File: src/inc/nts_defs.svh
// Constants of the network time unit: codes, field values and reset values.
`ifndef NTS_DEFS_SVH
`define NTS_DEFS_SVH

// ----------------------------------------------------------------------------
// Counter and prescaler
// ----------------------------------------------------------------------------
`define NTS_TIME_W          16
`define NTS_PRE_W           13
`define NTS_PRE_BASE        13'h0020
`define NTS_PRE_ONE         13'h0001

// ----------------------------------------------------------------------------
// Lock qualification
// ----------------------------------------------------------------------------
`define NTS_LOCK_WINDOW     16'h0002
`define NTS_LOCK_COUNT      2'h3
`define NTS_GOOD_STEP       2'h1

// ----------------------------------------------------------------------------
// Configuration codes
// ----------------------------------------------------------------------------
`define NTS_TRIG_LATCH      4'h6
`define NTS_FLAG_UNLOCK     4'h4
`define NTS_FLAG_CARRY      4'h5
`define NTS_NO_MASTER       4'h0
`define NTS_MAX_ID_SMALL    4'h7
`define NTS_STYLE_RESET     1'b1
`define NTS_STATUS_RESET    1'b1

`endif

File: src/inc/nts_pkg.sv
// Types shared by the network time unit modules.
`default_nettype none
package nts_pkg;

   // ----------------------------------------------------------------------------
   // Lock state of the local counter against the time master.
   // ----------------------------------------------------------------------------
   typedef enum logic [1:0] {
      NTS_UNLOCKED = 2'b01,
      NTS_LOCKED   = 2'b10
   } nts_lock_e;

   // A network time value.
   typedef logic [15:0] nts_time_t;

endpackage : nts_pkg
`default_nettype wire

File: src/rtl/nts_prescaler.sv
// Prescaler that turns the system clock into network time ticks.
`timescale 1ns/1ps
`default_nettype none
`include "nts_defs.svh"
module nts_prescaler #(
   parameter int SEL_W = 3
) (
   input  wire logic             core_clk,
   input  wire logic             rst,
   input  wire logic [SEL_W-1:0] time_prescale_sel,
   input  wire logic             clear,
   output var  logic             tick
);
   // ----------------------------------------------------------------------------
   // Divider
   // ----------------------------------------------------------------------------
   logic [`NTS_PRE_W-1:0] ratio;    // Clocks per tick, 32 shifted by the code.
   logic [`NTS_PRE_W-1:0] count;    // Clocks since the last tick.

   // Ratio runs from 32 for code 0 up to 4096 for code 7.
   assign ratio = `NTS_PRE_BASE << time_prescale_sel;

   // A clear restarts the phase so a resync lines the tick up with the master.
   always_ff @(posedge core_clk) begin
      if (rst) begin
         count <= '0;
         tick  <= 1'b0;
      end else if (clear) begin
         count <= '0;
         tick  <= 1'b0;
      end else if (count >= ratio - `NTS_PRE_ONE) begin
         count <= '0;
         tick  <= 1'b1;
      end else begin
         count <= count + `NTS_PRE_ONE;
         tick  <= 1'b0;
      end
   end

   // Ticks are never closer than nine clocks apart.
   property p_tick_spacing;
      @(posedge core_clk) disable iff (rst)
      tick |=> !tick [*8];
   endproperty
   a_tick_spacing: assert property (p_tick_spacing) else $error("ticks too close");
endmodule : nts_prescaler
`default_nettype wire

File: src/rtl/nts_sync2.sv
// Two-flop synchroniser for pins that arrive from outside the clock domain.
`timescale 1ns/1ps
`default_nettype none
module nts_sync2 #(
   parameter int WIDTH = 1
) (
   input  wire logic             core_clk,
   input  wire logic             rst,
   input  wire logic [WIDTH-1:0] async_in,
   output var  logic [WIDTH-1:0] sync_out
);
   // ----------------------------------------------------------------------------
   // Synchroniser stages
   // ----------------------------------------------------------------------------
   logic [WIDTH-1:0] stage1;   // First stage, read only by the second stage.

   // Both stages reset high so an idle active-low pin makes no edge at release.
   always_ff @(posedge core_clk) begin
      if (rst) begin
         stage1   <= '1;
         sync_out <= '1;
      end else begin
         stage1   <= async_in;
         sync_out <= stage1;
      end
   end
endmodule : nts_sync2
`default_nettype wire

File: src/rtl/nts_time_unit.sv
// Network time unit: local time counter, master lock, stamping and carry output.
//
// Behaviour
// - Keep 16-bit time, carried in last bytes
// - Master packet time syncs; others are stamps
// - Transmit stamp is send time or trigger latch
// - Tick period is clock times 32 shifted
// - Resync on each master packet, if id in range
// - Lock shown on flag pin and status
// - Carry pin active only when both configured
// - Carry style: 0 pulse, 1 clock default
// - Carry selection n routes counter bit n
// - Carry pin high until start condition
// - Start on setting packet or master packet
// - Lock after three good values, else unlock
// - Master reads unlocked zero; status sticky
`timescale 1ns/1ps
`default_nettype none
`include "nts_defs.svh"
module nts_time_unit
   import nts_pkg::*;
(
   input  wire logic        core_clk,
   input  wire logic        rst,
   input  wire logic [3:0]  own_node_id,
   input  wire logic [3:0]  master_node_id,
   input  wire logic [2:0]  time_prescale_sel,
   input  wire logic        page_size_sel,
   input  wire logic [3:0]  transmit_trigger_sel,
   input  wire logic [3:0]  flag_output_select,
   input  wire logic        flag_sel_configured,
   input  wire logic [3:0]  carry_bit_sel,
   input  wire logic        carry_sel_configured,
   input  wire logic        carry_style_wr,
   input  wire logic        carry_style_val,
   input  wire logic        rx_valid,
   input  wire logic [3:0]  rx_src_id,
   input  wire logic [15:0] rx_time,
   input  wire logic        rx_init_setting,
   input  wire logic        tx_stamp_req,
   input  wire logic        ext_trig_n,
   input  wire logic        status_clear,
   output var  logic [15:0] network_time,
   output var  logic [15:0] tx_stamp,
   output var  logic        tx_stamp_valid,
   output var  logic [15:0] rx_stamp,
   output var  logic        rx_stamp_valid,
   output var  logic        time_unlocked,
   output var  logic        time_unlocked_flag,
   output var  logic        carry_output_style,
   output var  logic        time_carry_out_n
);
   // ----------------------------------------------------------------------------
   // Decoded configuration and packet classes
   // ----------------------------------------------------------------------------
   logic        own_master;     // This node is the time master.
   logic        no_master;      // No master is named.
   logic        master_id_ok;   // Master id lies within the page-size limit.
   logic        from_master;    // Received packet came from the master.
   logic        resync;         // Received packet resynchronises the counter.
   logic        tick;           // One-cycle prescaled tick.
   logic        trig_sync;      // Synchronised external trigger pin.
   logic        trig_prev;      // Trigger level one cycle earlier.
   nts_time_t   trig_latch;     // Counter value held at the last trigger edge.
   nts_time_t   diff;           // Master time minus local time, modulo 2^16.
   logic        diff_ok;        // Difference lies within two ticks either way.
   logic [1:0]  good_cnt;       // Consecutive good master values, saturating.
   nts_lock_e   lock_state;     // Lock state against the master.
   logic        carry_run;      // Carry output has met its start condition.
   logic        carry_enable;   // Flag selection set to carry and both selections configured.
   logic        carry_bit;      // Counter bit routed to the carry output.
   logic        carry_bit_prev; // Routed bit one cycle earlier.

   assign own_master   = (master_node_id == own_node_id);
   assign no_master    = (master_node_id == `NTS_NO_MASTER);
   // A wrong master id is a host slip; such a node is treated as unsynchronised.
   assign master_id_ok = page_size_sel || (master_node_id <= `NTS_MAX_ID_SMALL);
   assign from_master  = rx_valid && (rx_src_id == master_node_id);
   // Any destination counts: unicast, broadcast or a packet for another node.
   assign resync       = from_master && !own_master && !no_master && master_id_ok;
   assign diff         = rx_time - network_time;
   assign diff_ok      = (diff <= `NTS_LOCK_WINDOW) || ((-diff) <= `NTS_LOCK_WINDOW);
   assign carry_enable = flag_sel_configured && carry_sel_configured
                         && (flag_output_select == `NTS_FLAG_CARRY);
   assign carry_bit    = network_time[carry_bit_sel];

   // ----------------------------------------------------------------------------
   // Prescaler and trigger synchroniser
   // ----------------------------------------------------------------------------
   // The prescaler restarts on resync so the local tick phase follows the master.
   nts_prescaler #(
      .SEL_W (3)
   ) u_prescaler (
      .core_clk          (core_clk),
      .rst               (rst),
      .time_prescale_sel (time_prescale_sel),
      .clear             (resync),
      .tick              (tick)
   );

   // The trigger pin is asynchronous and must pass two flops first.
   nts_sync2 #(
      .WIDTH (1)
   ) u_trig_sync (
      .core_clk (core_clk),
      .rst      (rst),
      .async_in (ext_trig_n),
      .sync_out (trig_sync)
   );

   // ----------------------------------------------------------------------------
   // Local time counter
   // ----------------------------------------------------------------------------
   // A resync loads the master's value; otherwise each tick adds one and wraps.
   always_ff @(posedge core_clk) begin
      if (rst) begin
         network_time <= '0;
      end else if (resync) begin
         network_time <= rx_time;
      end else if (tick) begin
         network_time <= network_time + 16'h0001;
      end
   end

   // ----------------------------------------------------------------------------
   // Trigger latch and time stamps
   // ----------------------------------------------------------------------------
   // The counter is caught on the falling edge of the active-low trigger.
   always_ff @(posedge core_clk) begin
      if (rst) begin
         trig_prev  <= 1'b1;
         trig_latch <= '0;
      end else begin
         trig_prev <= trig_sync;
         if (trig_prev && !trig_sync) begin
            trig_latch <= network_time;
         end
      end
   end

   // Outgoing stamp: send time, or the latched trigger time in latch mode.
   always_ff @(posedge core_clk) begin
      if (rst) begin
         tx_stamp       <= '0;
         tx_stamp_valid <= 1'b0;
      end else begin
         tx_stamp_valid <= tx_stamp_req;
         if (tx_stamp_req) begin
            if (transmit_trigger_sel == `NTS_TRIG_LATCH) begin
               tx_stamp <= trig_latch;
            end else begin
               tx_stamp <= network_time;
            end
         end
      end
   end

   // Packets from other nodes carry a receive stamp, passed on untouched.
   always_ff @(posedge core_clk) begin
      if (rst) begin
         rx_stamp       <= '0;
         rx_stamp_valid <= 1'b0;
      end else begin
         rx_stamp_valid <= rx_valid && !from_master;
         if (rx_valid && !from_master) begin
            rx_stamp <= rx_time;
         end
      end
   end

   // ----------------------------------------------------------------------------
   // Lock qualification
   // ----------------------------------------------------------------------------
   // Three good master values in a row lock; a single bad one unlocks at once.
   always_ff @(posedge core_clk) begin
      if (rst) begin
         good_cnt   <= '0;
         lock_state <= NTS_UNLOCKED;
      end else if (resync) begin
         if (!diff_ok) begin
            good_cnt   <= '0;
            lock_state <= NTS_UNLOCKED;
         end else begin
            unique case (lock_state)
               NTS_UNLOCKED: begin
                  if (good_cnt == `NTS_LOCK_COUNT - `NTS_GOOD_STEP) begin
                     lock_state <= NTS_LOCKED;
                  end
                  good_cnt <= good_cnt + `NTS_GOOD_STEP;
               end
               NTS_LOCKED: begin
                  good_cnt <= `NTS_LOCK_COUNT;
               end
               default: begin
                  lock_state <= NTS_UNLOCKED;
               end
            endcase
         end
      end
   end

   // ----------------------------------------------------------------------------
   // Unlock status bit and flag pin
   // ----------------------------------------------------------------------------
   // The status is sticky: an unlock in the clearing cycle still sets it.
   always_ff @(posedge core_clk) begin
      if (rst) begin
         time_unlocked <= `NTS_STATUS_RESET;
      end else if (own_master) begin
         time_unlocked <= 1'b0;
      end else if (lock_state != NTS_LOCKED) begin
         time_unlocked <= 1'b1;
      end else if (status_clear) begin
         time_unlocked <= 1'b0;
      end
   end

   // The pin follows the lock state one clock later, when selected as the flag.
   always_ff @(posedge core_clk) begin
      if (rst) begin
         time_unlocked_flag <= 1'b0;
      end else begin
         time_unlocked_flag <= (flag_output_select == `NTS_FLAG_UNLOCK) && !own_master
                               && (lock_state != NTS_LOCKED);
      end
   end

   // ----------------------------------------------------------------------------
   // Carry output
   // ----------------------------------------------------------------------------
   // Style is a configuration bit; clock style after reset.
   always_ff @(posedge core_clk) begin
      if (rst) begin
         carry_output_style <= `NTS_STYLE_RESET;
      end else if (carry_style_wr) begin
         carry_output_style <= carry_style_val;
      end
   end

   // Start condition depends on whether another node is the master.
   always_ff @(posedge core_clk) begin
      if (rst) begin
         carry_run <= 1'b0;
      end else if (own_master || no_master) begin
         if (rx_init_setting) begin
            carry_run <= 1'b1;
         end
      end else if (from_master) begin
         carry_run <= 1'b1;
      end
   end

   // Clock style drives the inverse of the bit; pulse style drops low for one clock as the bit
   // falls, so one pulse marks each full period of the selected bit.
   always_ff @(posedge core_clk) begin
      if (rst) begin
         carry_bit_prev   <= 1'b0;
         time_carry_out_n <= 1'b1;
      end else begin
         carry_bit_prev <= carry_bit;
         if (!(carry_run && carry_enable)) begin
            time_carry_out_n <= 1'b1;
         end else if (carry_output_style) begin
            time_carry_out_n <= !carry_bit;
         end else begin
            time_carry_out_n <= !(carry_bit_prev && !carry_bit);
         end
      end
   end

   // ----------------------------------------------------------------------------
   // Checks
   // ----------------------------------------------------------------------------
   property p_tick_inc;
      @(posedge core_clk) disable iff (rst)
      tick && !resync |=> network_time == $past(network_time) + 16'h0001;
   endproperty
   a_tick_inc: assert property (p_tick_inc) else $error("counter did not step");

   property p_resync_load;
      @(posedge core_clk) disable iff (rst)
      resync |=> network_time == $past(rx_time);
   endproperty
   a_resync_load: assert property (p_resync_load) else $error("resync not loaded");

   property p_stamp_now;
      @(posedge core_clk) disable iff (rst)
      tx_stamp_req && transmit_trigger_sel != `NTS_TRIG_LATCH |=> tx_stamp_valid && tx_stamp == $past(network_time);
   endproperty
   a_stamp_now: assert property (p_stamp_now) else $error("send stamp wrong");

   property p_stamp_latch;
      @(posedge core_clk) disable iff (rst)
      tx_stamp_req && transmit_trigger_sel == `NTS_TRIG_LATCH |=> tx_stamp == $past(trig_latch);
   endproperty
   a_stamp_latch: assert property (p_stamp_latch) else $error("latch stamp wrong");

   property p_master_clear;
      @(posedge core_clk) disable iff (rst)
      own_master |=> !time_unlocked && !time_unlocked_flag;
   endproperty
   a_master_clear: assert property (p_master_clear) else $error("master shows unlock");

   property p_lock_three;
      @(posedge core_clk) disable iff (rst)
      lock_state == NTS_UNLOCKED ##1 lock_state == NTS_LOCKED |-> $past(resync && diff_ok && good_cnt == 2'h2);
   endproperty
   a_lock_three: assert property (p_lock_three) else $error("lock too early");

   property p_unlock_bad;
      @(posedge core_clk) disable iff (rst)
      resync && !diff_ok |=> lock_state == NTS_UNLOCKED ##1 time_unlocked;
   endproperty
   a_unlock_bad: assert property (p_unlock_bad) else $error("bad value kept lock");

   property p_carry_idle;
      @(posedge core_clk) disable iff (rst)
      !(carry_run && carry_enable) |=> time_carry_out_n;
   endproperty
   a_carry_idle: assert property (p_carry_idle) else $error("carry driven early");

   property p_carry_clock;
      @(posedge core_clk) disable iff (rst)
      carry_run && carry_enable && carry_output_style |=> time_carry_out_n == !$past(carry_bit);
   endproperty
   a_carry_clock: assert property (p_carry_clock) else $error("carry clock wrong");
endmodule : nts_time_unit
`default_nettype wire
File: config.mk
export PLATFORM = sky130hd
export DESIGN_NAME = nts_time_unit
export DESIGN_NICKNAME = d
export VERILOG_FILES = /design/src/inc/nts_pkg.sv /design/src/rtl/nts_prescaler.sv /design/src/rtl/nts_sync2.sv /design/src/rtl/nts_time_unit.sv
export VERILOG_INCLUDE_DIRS = /design/src /design/src/inc
export SDC_FILE = /design/constraint.sdc
export NUM_CORES = 1
export LEC_CHECK = 0
export BUFFER_PORTS_ARGS = -buffer_cell sky130_fd_sc_hd__buf_4
export CAP_MARGIN = 30
export CORE_AREA = 2 2 106 128
export DETAILED_ROUTE_END_ITERATION = 16
export DIE_AREA = 0 0 108 130
export PLACE_DENSITY = 0.66
export SYNTH_ARGS = -nofsm -noshare
export SYNTH_HDL_FRONTEND = slang
export SYNTH_SLANG_ARGS = --single-unit
File: constraint.sdc
create_clock -name core_clk -period 4.4 [get_ports core_clk]
set_clock_uncertainty 0.1 [all_clocks]
set_input_delay 0 -clock core_clk [delete_from_list [all_inputs] [get_ports core_clk]]
set_output_delay 0 -clock core_clk [all_outputs]
set_load 0.01 [all_outputs]
## Word-level counts from Yosys, hierarchy flattened

Cells that the tools add are included.

| word-level totals | value |
|---|---|
| bits in registers | 93 |
| output and inout port bits | 54 |
| word-level logic and storage cells | 94 |

| operators by class | value |
|---|---|
| shifts and indexed selects | 1 |
| $add $sub $neg | 6 |
| reductions and logical operators | 31 |
| muxes and demuxes | 18 |
| equal/unequal tests | 13 |
| order comparisons | 5 |
| bitwise gates (word level) | 1 |

Operator list:

| cell | count |
|---|---|
| two-way mux 16 bit | 3 |
| <= comparator 16 x 2 -> 1 bit (second input constant) | 2 |
| adder 16 x 1 -> 16 bit (second input constant) | 1 |
| negator 16 bit | 1 |
| subtractor 16 bit | 1 |
| adder 13 x 1 -> 13 bit (second input constant) | 1 |
| >= comparator 13 bit | 1 |
| left shift 6 x 3 -> 13 bit (first input constant) | 1 |
| subtractor 13 x 1 -> 13 bit (second input constant) | 1 |
| equality test 4 x 3 -> 1 bit (second input constant) | 3 |
| logical AND 1 bit | 12 |
| two-way mux 1 bit | 9 |
| equality test 4 bit | 2 |
| one-hot mux 2 bit (2 select lines) | 2 |
| logical NOT 1 bit | 6 |
| two-way mux 2 bit | 3 |
| inequality test 2 bit (second input constant) | 3 |
| less-than comparator 4 x 5 -> 1 bit (second input constant) | 1 |
| binary-select mux 1 bit (select 4 bit) | 1 |
| equality test 2 bit (second input constant) | 2 |
| <= comparator 4 x 3 -> 1 bit (second input constant) | 1 |
| logical NOT 4 bit | 1 |
| AND reduction 2 bit | 2 |
| nonzero test 2 bit | 2 |
| other kinds (10) | 13 |

## Depth between registers and ports, before layout

| logic depth | value |
|---|---|
| word-level depth | 6 |
| depth in mapped cells | 14 |
| depth with buffers taken out | 13 |

## Hierarchy

A second synthesis with hierarchy kept.

| second synthesis, totals | value |
|---|---|
| cell total of the unflattened synthesis | 714 |
| area, all modules | 5896.9 um2 |

By module, submodules not included:

| module | times used | cells each | sequential area each (um2) | area each (um2) |
|---|---|---|---|---|
| nts_time_unit | 1 | 608 | 1541.5 | 4973.5 |
| nts_prescaler | 1 | 102 | 280.3 | 870.8 |
| nts_sync2 | 1 | 4 | 40.0 | 52.6 |

## Least setup slack after synthesis

OpenSTA, ideal clock, no wires.

| timing path | value |
|---|---|
| kind | register to register |
| start | register network_time[0] |
| end | register lock_state[0] |
| cell stages (with the launch flop) | 13 |
| slack | 0.880 ns |
| data required time | 4.177 ns |
| library setup time | 0.123 ns |
| buffers on the path | 0 |
| arrival | 3.296 ns |
| clock period less this slack | 3.520 ns |
| cells stage by stage | dfxtp_1 -> ha_1 -> fa_1 -> and2b_1 -> o2111a_2 -> o31a_1 -> o211ai_1 -> a21o_2 -> or3_4 -> a2111oi_4 -> nand4b_1 -> a221oi_2 -> o21bai_1 |

| on the way | value |
|---|---|
| word-level cells in the longest chain between the ends | 6 |
| elaborated cells on any way between the ends | 9 |

RTL lines:

| item | line | RTL |
|---|---|---|
| start, declared | nts_time_unit.sv:43 | `output var logic [15:0] network_time,` |
| start signal, assigned | nts_time_unit.sv:119 | `network_time <= rx_time;` |
| start signal, assigned | nts_time_unit.sv:121 | `network_time <= network_time + 16'h0001;` |
| subtractor 16 bit * | nts_time_unit.sv:81 | `assign diff = rx_time - network_time;` |
| negator 16 bit | nts_time_unit.sv:82 | `` assign diff_ok = (diff <= `NTS_LOCK_WINDOW) \|\| ((-diff) <= `NTS_LOCK_WINDOW); `` |
| <= comparator 16 x 2 -> 1 bit (no source line) | - |  |
| logical OR 1 bit * | nts_time_unit.sv:82 |  |
| inequality test 3 bit (no source line) or inequality test 2 bit (tied branches) | - |  |
| AND reduction 3 bit (no source line) | - |  |
| end signal, assigned | nts_time_unit.sv:178 | `lock_state <= NTS_UNLOCKED;` |
| end signal, assigned | nts_time_unit.sv:182 | `lock_state <= NTS_UNLOCKED;` |
| end signal, assigned | nts_time_unit.sv:187 | `lock_state <= NTS_LOCKED;` |
| end, declared | nts_time_unit.sv:68 | `nts_lock_e lock_state;` |

Mark *: on every way between the ends. The rest lies on a longest branch, timed or not.
A chain may end at the register's enable or synchronous reset.

## Final worst setup path

Ends and elaborated chain as after synthesis.

==> flow_summary.toml <==
[status]
outcome = "finished, final reports clean"

[drt]
wl_um = 15200
vias = 5314
ant_nets = 0
drt-vias-per-instance = 5.43
drc = 0
first_pass_iters = 4
drt_iter0_markers = 289
routedWlPerCell_um = 15.5

[global_routing]
grt_max_degree = 81
antenna_found_initial = 0
first_global_vias = 5020
grt_use_total_pct = 21.7
grt_pass1_wl_um = 24300
grt-ovfl-total = 0

[synthesis]
synth_fp_nets = 774
ys_top_cells_by_area = "dfxtp_1, nor2_1, ha_1"
synth_seq_cells = 93
yosys_warnings = 0
synth_cell_types = 71
synth_ff_type = "dfxtp_1"
yosys.area.top_type = "dfxtp_1"
synth_top_area_share_pct = 32.9
synth_area_per_cell_um2 = 8.20
ys_top_cells_by_count = "nor2_1, dfxtp_1, nand2_1"
post-synth-top-count-cell = "nor2_1"
synth-seq-area-share_pct = 32.9
syn_inst = 689
async_flop_share_pct = 0
synth-edff-count = 0
syn_area_um2 = 5650

[clock_tree]
cts_root_buffer = "clkbuf_16"
clock_latency_ps = 350
h-tree-depth = 3
cts_buffer_depth = 2
numCtsBuffers = 9
cts.repair.resized = 0
cts_sinks = 93
cts.reportedPaths.clkPinSlew_ps = 70
cts_tree = "yes"

[timing]
setup_viol = 0
max_freq_mhz = 263
maxSlewHeadroom_pct = 35.0
whs_ps = 41.7
hold_viol_final = 0
min_period_ps = 3800
drv_slew = 0
worstMarginPinSlew_ps = 974
tns_ps = 0
min_period_over_period_pct = 86.3
rsz0062_at_grt = "no"

[setup_path]
critical_path.cell_chain = "ha_1, fa_1, and2b_1, o2111a_2, nor4_2, o211ai_1, a21o_2, or3_4, a2111oi_4, nand4b_1, a221oi_2, o21bai_1"
crit_path_max_fanout = 8
critical_path.endpoint_type = "register"
start_kind = "register"
crit_required_ps = 4540
cpMaxStageDelayCell = "dfxtp_1"
crit_arrival_ps = 3930
crit_type = "reg2reg"
cpPeakStageDelay_ps = 500

[die]
io_pins = 109
core_um2 = 12900
initial_utilization_pct = 43.6
die_h_um = 130
fp.dieW_um = 108
die-area_um2 = 14000
rows = 46

[power_and_ir_drop]
p_per_area_nw_per_um2 = 296
p_leak_nw = 2.88
vdd_drop_max_uv = 222

[placement]
gp_congestion = 0.848
io_buffers = 108
dp_hpwl_um = 11100

[job]
cap_viol_max_count = 0

[final_layout]
synthToLayoutAreaGrowth_pct = 27.2
diodes = 0
nNetsFinal = 891
drive_gt1_share_pct = 19.0

[min_path]
worst_hold_path_type = "in2reg"
==> power by group <==
part	total (mW)	switching (mW)	internal, mW	leakage [nW]
registers	0.892	0.0211	0.871	0.758
clock network	0.795	0.352	0.444	0.146
logic	0.438	0.236	0.202	1.97
==> path summary, 6_finish.rpt <==
check	startpoint	end	slack, ps	cells after the start
worst max-delay path	network_time[0]	lock_state[0]	600	12
worst min register to register	u_trig_sync.stage1	u_trig_sync.sync_out	310	1
worst max register to register	network_time[0]	lock_state[0]	600	12
worst min-delay path	carry_bit_sel[3]	carry_bit_prev	40	3
==> cells by family (layout without fill, tap and decap cells) <==
group,after synthesis,count (layout),share of synthesized area [%]
mux,25,25,5.56
buf+inv,65,187,4.45
flops,93,93,32.9
simple gates,269,269,23.3
fa+ha+maj,30,30,6.77
other cells,1,1,0.0664
compound gates,159,159,19.6
xor+xnor,47,47,7.28
==> layer usage <==
| layer | vias to the layer above | track usage [%] | share of wire (%) |
|---|---|---|---|
| met5 | - | 0 | 0 |
| met4 | 0 | 6.64 | 1.5 |
| met3 | 18 | 4.35 | 4.6 |
| met2 | 127 | 37.1 | 50 |
| met1 | 2473 | 27.6 | 44 |
| li1 | 2696 | - | - |
==> per-stage QoR <==
| stage | setup slack, ps | cell area, µm² | power (mW) | std cells | utilization [%] |
|---|---|---|---|---|---|
| detailed placement | 600 | 6590 | 1.32 | 933 | 50.9 |
| global route | 310 | 7190 | 2.22 | 979 | 55.5 |
| floorplan | 880 | 5650 | 1.18 | 689 | - |
| CTS | 594 | 7190 | 2.13 | 979 | 55.5 |
| finish | 602 | 7190 | 2.13 | 979 | 55.5 |
| global placement | 746 | 6560 | 1.31 | 931 | 50.6 |
==> area by class of cell <==
cell class	count	area, µm²
clock buffer	9	225
tap	168	210
timing repair buffer	141	1150
fill	1218	5760
clock inverter	7	73.8
multi-input combinational	531	3550
inverter	30	113
sequential	93	1860
==> critical path: cells and delay by family, from the launching register on <==
family / cells / cell delay [ps]
AO/OA/AOI/OAI: 6 / 1510
flip-flops: 1 / 500
AND/OR/NAND/NOR: 4 / 1070
adder cells (fa/ha/maj): 2 / 480
==> layout by cell type (no fill, tap or decap), types with 3 or more instances in the layout <==
cell type	n
a2111oi_0	3
a211oi_1	39
a21o_1	9
a21oi_1	49
a31oi_1	4
and2_1	4
and3_1	6
buf_4	110
clkbuf_16	9
dfxtp_1	93
dlygate4sd3_1	30
ha_1	29
inv_1	30
mux2i_1	19
mux4_2	5
nand2_1	62
nand2b_1	7
nand3_1	12
nand4_1	10
nand4b_1	3
nor2_1	104
nor2b_1	8
nor3_1	11
nor3b_1	5
nor4_1	7
o2111ai_1	3
o211ai_1	6
o21a_1	11
o21ai_0	9
o22ai_1	4
or2_2	6
or3_1	4
xnor2_1	29
xor2_1	18
==> flip-flops by register name, indices dropped and copies added, names as in the netlist <==
signal	count
u_prescaler.tick	1
u_trig_sync.stage1	1
tx_stamp_valid	1
carry_output_style	1
good_cnt	2
u_trig_sync.sync_out	1
time_unlocked	1
u_prescaler.count	13
carry_bit_prev	1
lock_state	2
network_time	16
carry_run	1
trig_latch	16
trig_prev	1
time_unlocked_flag	1
tx_stamp	16
time_carry_out_n	1
rx_stamp_valid	1
rx_stamp	16
==> timing repair <==
item	in CTS	in global routing
hold buffers	30	0
setup buffers	0	0
endpoints found under the hold margin	47	0
Note: power is estimated with default switching activity, not from simulation.
